$ cat src/rtl/hostaux_pkg.sv
// constants, register map and carriers for the host port auxiliary registers
// assumes a single 20 MHz clock and a byte-wide register port
// How it works
// - shadow status keeps the check flag in bit 0, other bits zero
// - shadow error keeps abort flag in bit 2, seen only in shadow mode
// - diagnostics pin driven to the output bit level while its enable is set
// - diagnostics enable resets to 0; writing 1 turns the driver on
// - dasp pin driven to dasp output bit while dasp enable is set
// - dasp enable resets to 0 so the pin is an input
// - diagnostics input bit shows the pin, valid with enable low, default 0
// - dasp input bit shows the pin, valid with enable low, default 0
// - priority bit ranks host requests second after the microcontroller
// - 32-bit transfer counter decrements with the byte count registers
// - below packet size, counter remainder loads the byte count registers
// - host command write while selected captures byte count into packet store
// - microcontroller may write the packet size store directly
// - byte count reloads from packet store when counter not below it
// - suspend bit freezes the auto sequencer in its present state
// - sequencer status register returns the state number in bits 5 to 0
// - a suspended register write waits until suspend is cleared
// - completion sequence first copies error request into alternate check bit
package hostaux_pkg;
	localparam logic [15:0] ADDR_SHADOW_STATUS = 16'hff97;
	localparam logic [15:0] ADDR_SHADOW_ERROR  = 16'hff98;
	localparam logic [15:0] ADDR_PIN_PRIO      = 16'hff99;
	localparam logic [15:0] ADDR_XFER_B0       = 16'hffa0;
	localparam logic [15:0] ADDR_XFER_B1       = 16'hffa1;
	localparam logic [15:0] ADDR_XFER_B2       = 16'hffa2;
	localparam logic [15:0] ADDR_XFER_B3       = 16'hffa3;
	localparam logic [15:0] ADDR_PKT_LO        = 16'hffa4;
	localparam logic [15:0] ADDR_PKT_HI        = 16'hffa5;
	localparam logic [15:0] ADDR_SEQ_STATE     = 16'hffa6;
	localparam logic [15:0] ADDR_SEQ_CTRL      = 16'hffa7;
	localparam int SHCHECK_BIT  = 0;
	localparam int SHABRT_BIT   = 2;
	localparam int PDIAG_OUT    = 7;
	localparam int PDIAG_EN     = 6;
	localparam int DASP_OUT     = 5;
	localparam int DASP_EN      = 4;
	localparam int PDIAG_IN     = 3;
	localparam int DASP_IN      = 2;
	localparam int HOST_HIPRI   = 0;
	localparam int SUSPEND_BIT  = 4;
	localparam int ERROR_BIT    = 3;
	localparam int COMP_BIT     = 5;
	localparam logic [7:0] PIN_PRIO_RESET = 8'h00;
	localparam logic [7:0] SEQ_CTRL_RESET = 8'h00;

	typedef enum logic [1:0] {PRIO_LOW, PRIO_SECOND} host_prio_t;

	typedef struct packed {
		logic [15:0] addr;
		logic [7:0]  wdata;
		logic        wr;
		logic        rd;
	} reg_req_t;

	typedef struct packed {
		logic cmd_wr;
		logic sel;
		logic rd_slave_status;
		logic rd_slave_error;
		logic shadow_mode;
	} host_evt_t;
endpackage : hostaux_pkg

$ cat src/rtl/hostaux_regs.sv
// host port auxiliary registers: shadow regs, pins, priority, counters, sequencer
// assumes register port and host events on clk; pins are asynchronous
//
// Implementation choice: strobed register access.
module hostaux_regs
	import hostaux_pkg::*;
(
	input  wire logic        clk,
	input  wire logic        arst_n,
	input  wire reg_req_t    req,
	output logic [7:0]       rdata,
	input  wire host_evt_t   host_evt,
	output logic [7:0]       host_rdata,
	input  wire logic        byte_moved,
	output logic [15:0]      byte_count,
	input  wire logic        seq_step,
	input  wire logic [5:0]  seq_next_state,
	input  wire logic        seq_reg_wr,
	input  wire logic        seq_comp_start,
	output logic             seq_reg_wr_go,
	output logic             alt_check,
	output logic             host_prio_second,
	input  wire logic        pdiag_in,
	output logic             pdiag_out,
	output logic             pdiag_oe,
	input  wire logic        dasp_in,
	output logic             dasp_out,
	output logic             dasp_oe
);
	// =========================================================
	// state
	logic [7:0]  shadow_status_r, shadow_error_r, pinctl_r, seqctl_r, rdata_r, hrd_r;
	logic [31:0] xfer_r;
	logic [15:0] pkt_r, bc_r;
	logic [5:0]  seq_state_r;
	logic        wr_pend_r, wr_go_r, alt_chk_r;
	logic        pd_s1, pd_s2, da_s1, da_s2;

	// =========================================================
	// decode
	wire wr_shst  = req.wr && req.addr == ADDR_SHADOW_STATUS;
	wire wr_sher  = req.wr && req.addr == ADDR_SHADOW_ERROR;
	wire wr_pin   = req.wr && req.addr == ADDR_PIN_PRIO;
	wire wr_x0    = req.wr && req.addr == ADDR_XFER_B0;
	wire wr_x1    = req.wr && req.addr == ADDR_XFER_B1;
	wire wr_x2    = req.wr && req.addr == ADDR_XFER_B2;
	wire wr_x3    = req.wr && req.addr == ADDR_XFER_B3;
	wire wr_plo   = req.wr && req.addr == ADDR_PKT_LO;
	wire wr_phi   = req.wr && req.addr == ADDR_PKT_HI;
	wire wr_sqc   = req.wr && req.addr == ADDR_SEQ_CTRL;
	wire suspend  = seqctl_r[SUSPEND_BIT];
	wire xfer_wr  = wr_x0 | wr_x1 | wr_x2 | wr_x3;
	wire capture  = host_evt.cmd_wr && host_evt.sel;
	wire count_on = byte_moved && bc_r != 16'h0000 && xfer_r != 32'h0000_0000;
	wire [31:0] xfer_dec = xfer_r - 32'h0000_0001;
	wire [15:0] bc_dec   = bc_r - 16'h0001;
	wire pkt_empty = bc_dec == 16'h0000;
	wire xfer_ge   = xfer_dec >= {16'h0000, pkt_r};
	// empty byte count with work left: start the next packet
	wire bc_load   = bc_r == 16'h0000 && xfer_r != 32'h0000_0000 && !xfer_wr;
	wire xfer_now_ge = xfer_r >= {16'h0000, pkt_r};

	// =========================================================
	// read mux
	wire [7:0] pin_view = {pinctl_r[7:4], pd_s2, da_s2, 1'b0, pinctl_r[HOST_HIPRI]};
	logic [7:0] rd_mux;
	always_comb begin
		case (req.addr)
			ADDR_PIN_PRIO:  rd_mux = pin_view;
			ADDR_XFER_B0:   rd_mux = xfer_r[7:0];
			ADDR_XFER_B1:   rd_mux = xfer_r[15:8];
			ADDR_XFER_B2:   rd_mux = xfer_r[23:16];
			ADDR_XFER_B3:   rd_mux = xfer_r[31:24];
			ADDR_PKT_LO:    rd_mux = pkt_r[7:0];
			ADDR_PKT_HI:    rd_mux = pkt_r[15:8];
			ADDR_SEQ_STATE: rd_mux = {2'b00, seq_state_r};
			ADDR_SEQ_CTRL:  rd_mux = seqctl_r;
			default:        rd_mux = 8'h00;
		endcase
	end

	wire shadow_rd_st = host_evt.shadow_mode && host_evt.rd_slave_status;
	wire shadow_rd_er = host_evt.shadow_mode && host_evt.rd_slave_error;
	wire [7:0] hrd_nxt = shadow_rd_st ? shadow_status_r : (shadow_rd_er ? shadow_error_r : 8'h00);

	// =========================================================
	// register port and pins
	always_ff @(posedge clk or negedge arst_n) begin
		if (!arst_n) begin
			shadow_status_r <= 8'h00;
			shadow_error_r  <= 8'h00;
			pinctl_r <= PIN_PRIO_RESET;
			seqctl_r <= SEQ_CTRL_RESET;
			rdata_r  <= 8'h00;
			hrd_r    <= 8'h00;
			pd_s1    <= 1'b0;
			pd_s2    <= 1'b0;
			da_s1    <= 1'b0;
			da_s2    <= 1'b0;
		end else begin
			if (wr_shst)
				shadow_status_r <= {7'h00, req.wdata[SHCHECK_BIT]};
			if (wr_sher)
				shadow_error_r <= {5'h00, req.wdata[SHABRT_BIT], 2'b00};
			if (wr_pin)
				pinctl_r <= {req.wdata[7:4], 3'b000, req.wdata[HOST_HIPRI]};
			if (wr_sqc)
				seqctl_r <= req.wdata;
			rdata_r <= req.rd ? rd_mux : 8'h00;
			hrd_r   <= hrd_nxt;
			pd_s1   <= pdiag_in;
			pd_s2   <= pd_s1;
			da_s1   <= dasp_in;
			da_s2   <= da_s1;
		end
	end

	// =========================================================
	// transfer counter, byte count, packet store
	always_ff @(posedge clk or negedge arst_n) begin
		if (!arst_n) begin
			xfer_r <= 32'h0000_0000;
			pkt_r  <= 16'h0000;
			bc_r   <= 16'h0000;
		end else begin
			if (xfer_wr) begin
				if (wr_x0) xfer_r[7:0]   <= req.wdata;
				if (wr_x1) xfer_r[15:8]  <= req.wdata;
				if (wr_x2) xfer_r[23:16] <= req.wdata;
				if (wr_x3) xfer_r[31:24] <= req.wdata;
			end else if (count_on)
				xfer_r <= xfer_dec;
			if (wr_plo)
				pkt_r[7:0] <= req.wdata;
			else if (capture)
				pkt_r[7:0] <= bc_r[7:0];
			if (wr_phi)
				pkt_r[15:8] <= req.wdata;
			else if (capture)
				pkt_r[15:8] <= bc_r[15:8];
			if (capture)
				bc_r <= bc_r;
			else if (count_on) begin
				if (!pkt_empty)
					bc_r <= bc_dec;
				else if (xfer_ge)
					bc_r <= pkt_r;
				else
					bc_r <= xfer_dec[15:0];
			end else if (bc_load) begin
				if (xfer_now_ge)
					bc_r <= pkt_r;
				else
					bc_r <= xfer_r[15:0];
			end
		end
	end

	// =========================================================
	// sequencer hold, deferred write, completion check copy
	always_ff @(posedge clk or negedge arst_n) begin
		if (!arst_n) begin
			seq_state_r <= 6'h00;
			wr_pend_r   <= 1'b0;
			wr_go_r     <= 1'b0;
			alt_chk_r   <= 1'b0;
		end else begin
			if (seq_step && !suspend)
				seq_state_r <= seq_next_state;
			wr_go_r <= 1'b0;
			if (suspend) begin
				if (seq_reg_wr)
					wr_pend_r <= 1'b1;
			end else if (wr_pend_r || seq_reg_wr) begin
				wr_go_r   <= 1'b1;
				wr_pend_r <= 1'b0;
			end
			if (seq_comp_start && seqctl_r[COMP_BIT] && !suspend)
				alt_chk_r <= seqctl_r[ERROR_BIT];
		end
	end

	// =========================================================
	// outputs
	assign rdata            = rdata_r;
	assign host_rdata       = hrd_r;
	assign byte_count       = bc_r;
	assign seq_reg_wr_go    = wr_go_r;
	assign alt_check        = alt_chk_r;
	assign host_prio_second = pinctl_r[HOST_HIPRI];
	assign pdiag_out        = pinctl_r[PDIAG_OUT];
	assign pdiag_oe         = pinctl_r[PDIAG_EN];
	assign dasp_out         = pinctl_r[DASP_OUT];
	assign dasp_oe          = pinctl_r[DASP_EN];
endmodule : hostaux_regs

$ cat config.mk
export PLATFORM = sky130hd
export DESIGN_NAME = hostaux_regs
export DESIGN_NICKNAME = d
export VERILOG_FILES = /design/src/rtl/hostaux_pkg.sv /design/src/rtl/hostaux_regs.sv
export SDC_FILE = /design/constraint.sdc
export NUM_CORES = 1
export LEC_CHECK = 0
export ABC_AREA = 1
export BUFFER_PORTS_ARGS = -buffer_cell sky130_fd_sc_hd__buf_2
export CELL_PAD_IN_SITES_DETAIL_PLACEMENT = 1
export CELL_PAD_IN_SITES_GLOBAL_PLACEMENT = 1
export CORE_MARGIN = 5
export CORE_UTILIZATION = 48
export CTS_BUF_LIST = sky130_fd_sc_hd__clkbuf_8
export CTS_CLUSTER_DIAMETER = 100
export DETAILED_ROUTE_END_ITERATION = 10
export PLACE_DENSITY = 0.92
export SLEW_MARGIN = 40
export SYNTH_ARGS = -nofsm -noshare
export SYNTH_HDL_FRONTEND = slang
export SYNTH_SLANG_ARGS = --single-unit
$ cat constraint.sdc
create_clock -name clk -period 8.7 [get_ports clk]
set_input_delay 0.435 -clock clk [delete_from_list [all_inputs] [get_ports clk]]
set_output_delay 0.435 -clock clk [all_outputs]
set_load 0.01 [all_outputs]
* Word level (Yosys, flattened, before mapping)
Index checks and enable logic that the tools add are counted.
Word-level totals: register bits after elaboration 103, bits in read-only memories 0, memories kept 0, output and inout port bits 39, bits in latches 0, input port bits 45, RAM bits 0, word-level logic and storage cells 107
Operators by class: eq/ne operators 16, shift operators 0, order comparisons 2, add/subtract/negate cells 2, reductions and logical operators 38, divide/modulo/power cells 0, multipliers 0, muxes and demuxes 24, bitwise operators 4
Operators with widths (number):
- $eq 16x16->1 const B | 11
- $mux 16 | 5
- $mux 8 | 9
- $pmux 8 s9 | 1
- $ge 32x16->1 | 2
- $mux 32 | 2
- $logic_not 16->1 | 2
- $reduce_bool 32->1 | 1
- $sub 32x1->32 const B | 1
- $logic_and 1x1->1 | 20
- $reduce_bool 16->1 | 1
- $sub 16x1->16 const B | 1
- $reduce_and 2->1 | 6
- $ne 2x2->1 const B | 5
- $reduce_bool 2->1 | 5
- $mux 3 | 2
- $mux 1 | 5
- $or 1x1->1 | 3
- $logic_not 1->1 | 2
- $logic_or 1x1->1 | 1
- $not 1->1 | 1

* Longest topological paths before layout
depth after elaboration 9, depth in mapped cells 24

* Worst setup path before layout
No wires, ideal clock.
kind flip-flop to flip-flop, start point register xfer_r[0], end point register bc_r[10], in the netlist byte_count[10], path buffers 1, arrival time 2.889 ns, slack 5.746 ns, clock period less this slack 2.954 ns, cell stages (with the launch flop) 25, required time 8.635 ns, cells stage by stage dfrtp_1 -> inv_1 -> ha_1 -> nand2_4 -> nor2_8 -> nand2_1 -> xor2_1 -> inv_1 -> ha_1 -> nand2_1 -> inv_1 -> o21ai_0 -> nand2_1 -> nand2_1 -> nand3_1 -> nor2_1 -> nand3_1 -> nor2_4 -> nand2_4 -> buf_6 -> nand2_1 -> nand3_1 -> nand2_1 -> nand2_1 -> nand2_1
Between the ends: word-level cells in the longest chain between the ends 5
RTL lines:
- start, declared | line hostaux_regs.sv:33 | logic [31:0] xfer_r;
- start signal, assigned | line hostaux_regs.sv:127 | if (wr_x0) xfer_r[7:0] <= req.wdata;
- start signal, assigned | line hostaux_regs.sv:132 | xfer_r <= xfer_dec;
- $sub 32x1->32 / $reduce_bool 32->1 (equally long branches) | line hostaux_regs.sv:55, hostaux_regs.sv:54, hostaux_regs.sv:60
- $ge 32x16->1 / $logic_and 1x1->1 (equally long branches) | line hostaux_regs.sv:58, hostaux_regs.sv:60
- $mux 16 / $logic_and 1x1->1 (equally long branches) | line hostaux_regs.sv:146, hostaux_regs.sv:60
- $mux 16 / $reduce_bool 2->1 (equally long branches)
- $mux 16 / $reduce_and 2->1 (equally long branches)
- end signal, assigned | line hostaux_regs.sv:142 | bc_r <= bc_r;
- end signal, assigned | line hostaux_regs.sv:147 | bc_r <= pkt_r;
- end signal, assigned | line hostaux_regs.sv:149 | bc_r <= xfer_dec[15:0];
- end, declared | line hostaux_regs.sv:34 | logic [15:0] pkt_r, bc_r;
Parallel ways exist; a longest one is shown, timed or not. The select of a mux whose other input is x is not followed. A chain may end at the register's enable or synchronous reset.

* Final worst setup path
start point register xfer_r[0], end point register bc_r[0], in the netlist byte_count[0]
The elaborated chain is that of the path after synthesis.

==> flow_metrics.py <==
metrics = {
    "sta": {
        "setup_viol": 0,
        "rsz0062_at_grt": "false",
        "finalHoldViolCount": 0,
        "fin_ws_ps": 4550,
        "finalCriticalPeriod_ps": 4150,
        "fin_crit_sh": 0.477,
        "tns_ps": 0,
        "tightest_slew_ps": 799,
        "holdWs_ps": 129,
        "slew_viol_final": 0,
        "skew_ps": 26.0,
        "relSlewSlack": 0.467,
        "fmax_mhz": 241,
    },
    "floorplanning": {
        "die_w_um": 138,
        "die_h_um": 138,
        "rows": 46,
        "start_util": 0.491,
        "dieArea_um2": 19000,
        "io_pins": 84,
        "core-area_um2": 16000,
    },
    "placed_design": {
        "gp_congestion": 1.00,
        "placed_area_um2": 8400,
        "portBuffers": 77,
        "dp_slack_ps": 4780,
        "dp_cells": 1403,
        "dp_hpwl_mm": 25.0,
    },
    "worst_setup_path": {
        "r2r_end": "byte_count[0]$_DFFE_PN0P_",
        "reg2regPathDepth": 22,
        "r2r_start": "xfer_r[0]$_DFFE_PN0P_",
        "cp-end-kind": "register",
        "cp.required_ps": 9000,
        "cp.arrival_ps": 4450,
        "startpoint_type": "register",
        "rrSetupSlack_ps": 4550,
        "critPathKind": "register to register",
        "path_max_fanout": 10,
    },
    "finish": {
        "final_util": 0.539,
        "final_cells": 1421,
        "drive_gt1_frac": 0.142,
        "diodes": 0,
        "design_area_um2": 8620,
        "area_growth_pct": 9.63,
        "fillers": 2130,
        "nNetsFinal": 1280,
    },
    "pwr": {
        "p_leak_nw": 4.39,
        "p_per_area_nw_per_um2": 232,
        "irDropWorstVdd_v": 0.000135,
        "finalPower_mw": 2.00,
    },
    "flow_run": {
        "maxCapViolCount": 0,
    },
    "synthesis": {
        "syn_area_um2": 7860,
        "synth_top_family_by_area": "simple AND/OR/NAND/NOR gates",
        "yosys.area_share.simple": 0.340,
        "synth_cell_types": 54,
        "ys.warnings.count": 0,
        "synth_fa_ha_area_frac": 0.0557,
        "synth-edff-count": 0,
        "synth_compound_area_frac": 0.147,
        "ys_ff_latch": 102,
        "muxShareOfSynthArea": 0.0100,
        "syn_area_per_cell_um2": 6.96,
        "ys_seq_area_frac": 0.325,
        "synth_xor_area_frac": 0.0277,
        "synthFlopType": "dfrtp_1",
        "ys_async_sr_fraction": 1.00,
        "syn_inst": 1130,
    },
    "route": {
        "drtAntennaViolNets": 0,
        "dr.pass1.iters": 5,
        "drc_errors": 0,
        "wl_per_cell_um": 22.7,
        "viasPerCell": 6.02,
        "via_count": 8560,
        "routed_wl_mm": 32.3,
        "drt_iter0_markers": 891,
    },
    "global_route": {
        "antenna_found_initial": 2,
        "grt_pass1_wl_mm": 49.4,
        "grt_pass1_vias": 8613,
        "grt_usage": 0.345,
        "grt_max_degree": 74,
        "grt.overflow.total": 0,
    },
    "clocking": {
        "numCtsBuffers": 9,
        "htree_levels": 3,
        "root_buffer": "clkbuf_8",
        "path_clk_slew_ps": 110,
        "clk_path_buf_depth": 2,
        "clk_latency_ps": 410,
        "post_cts_resize_count": 0,
        "tritoncts": "yes",
        "clock-sinks": 102,
    },
    "worst_hold_path": {
        "hold_end": "pd_s1$_DFF_PN0_",
        "holdPathStages": 1,
        "min_path_type": "primary input to register",
        "hp-start": "pdiag_in",
    },
    "outcome": {
        "status": "completed",
    },
}
what timing repair did:
item / CTS / global route
hold buffers: 1 / 0
buffers inserted: 0 / 0
endpoints found under the hold margin: 29 / 0
cells in the final DEF (no fill, tap or decap), types with 18 or more instances in the layout:
cell type,instances
inv_1,139
o21ai_0,58
nand2_1,279
xor2_1,19
dfrtp_1,102
buf_2,76
nor3_1,18
o21ai_1,24
nor2_2,18
ha_1,35
a21oi_1,41
nor2_1,130
nand4_1,31
nand3_1,80
critical path: stages, from the launching register on:
cell     delay [ps]
dfrtp_1         440
inv_1           320
ha_1            370
nand2_4         150
nor2_8          240
nand2_1          90
xor2_1          390
inv_1            90
ha_1            290
nand2_1          60
inv_1            50
o21ai_0          70
nand2_1          90
a21oi_1         190
nand3_1         110
nor2_1          110
nand2_1          70
nor2_2          400
nand4_1         210
nand3_1         130
nand2_1          60
nand2_1          60
nand2_1          40
how the worst max path moves through the flow:
stage / start / endpoint / depth (start not counted)
floorplan: xfer_r[0]$_DFFE_PN0P_ / byte_count[10]$_DFFE_PN0P_ / 24
global route: xfer_r[0]$_DFFE_PN0P_ / byte_count[0]$_DFFE_PN0P_ / 22
global placement: xfer_r[0]$_DFFE_PN0P_ / byte_count[5]$_DFFE_PN0P_ / 23
CTS: xfer_r[0]$_DFFE_PN0P_ / byte_count[0]$_DFFE_PN0P_ / 22
finish: xfer_r[0]$_DFFE_PN0P_ / byte_count[0]$_DFFE_PN0P_ / 22
detailed placement: xfer_r[0]$_DFFE_PN0P_ / byte_count[12]$_DFFE_PN0P_ / 23
report_power, final:
part           switching, mW  internal (mW)  total [mW]
clock network          0.199          0.138       0.337
registers              0.141          0.552       0.693
logic                  0.666          0.305       0.970
total                   1.01          0.995        2.00
state kept, by name, indices dropped and copies added (netlist names):
register	cells
byte_count	16
shadow_status_r	1
seqctl_r	8
pd_s1	1
xfer_r	32
rdata	8
da_s1	1
da_s2	1
host_rdata	2
shadow_error_r	1
pinctl_r	5
wr_pend_r	1
alt_check	1
pd_s2	1
seq_reg_wr_go	1
seq_state_r	6
pkt_r	16
cells by family after synthesis:
family | after synthesis
compound gates | 192
xor+xnor | 24
fa+ha+maj | 35
buf+inv | 177
simple gates | 592
flops | 102
other cells | 1
mux | 7
per-layer routing:
metal	global-route usage	routed length, um
met5	0	13
met4	0.148	1500
met3	0.0773	3100
met2	0.547	14400
met1	0.455	13300
cell type report:
cell class,count,area [um^2],area share
inverter,146,553,0.0642
multi-input combinational,856,4590,0.532
clock buffer,9,124,0.0144
clock inverter,7,78.8,0.00915
timing repair buffer,85,454,0.0527
sequential,102,2550,0.296
tap,216,270,0.0314
synth_stat cells, types with 8 or more instances:
| master | number | area (um^2) |
|---|---|---|
| o21ai_1 | 24 | 120 |
| o221ai_1 | 17 | 149 |
| dfrtp_1 | 102 | 2550 |
| nand2_1 | 279 | 1050 |
| a21oi_1 | 41 | 205 |
| nor2_1 | 131 | 492 |
| clkbuf_1 | 12 | 45.0 |
| ha_1 | 35 | 438 |
| nand3_1 | 80 | 400 |
| inv_1 | 138 | 518 |
| a211oi_1 | 11 | 82.6 |
| nand4_1 | 31 | 194 |
| nor2_2 | 17 | 106 |
| o21ai_0 | 58 | 290 |
| nand2_2 | 8 | 50.1 |
| a31oi_1 | 9 | 56.3 |
| o22ai_1 | 15 | 93.8 |
| xor2_1 | 19 | 166 |
| nor3_1 | 18 | 90.1 |
No activity file was read; power rests on OpenSTA's default activity.
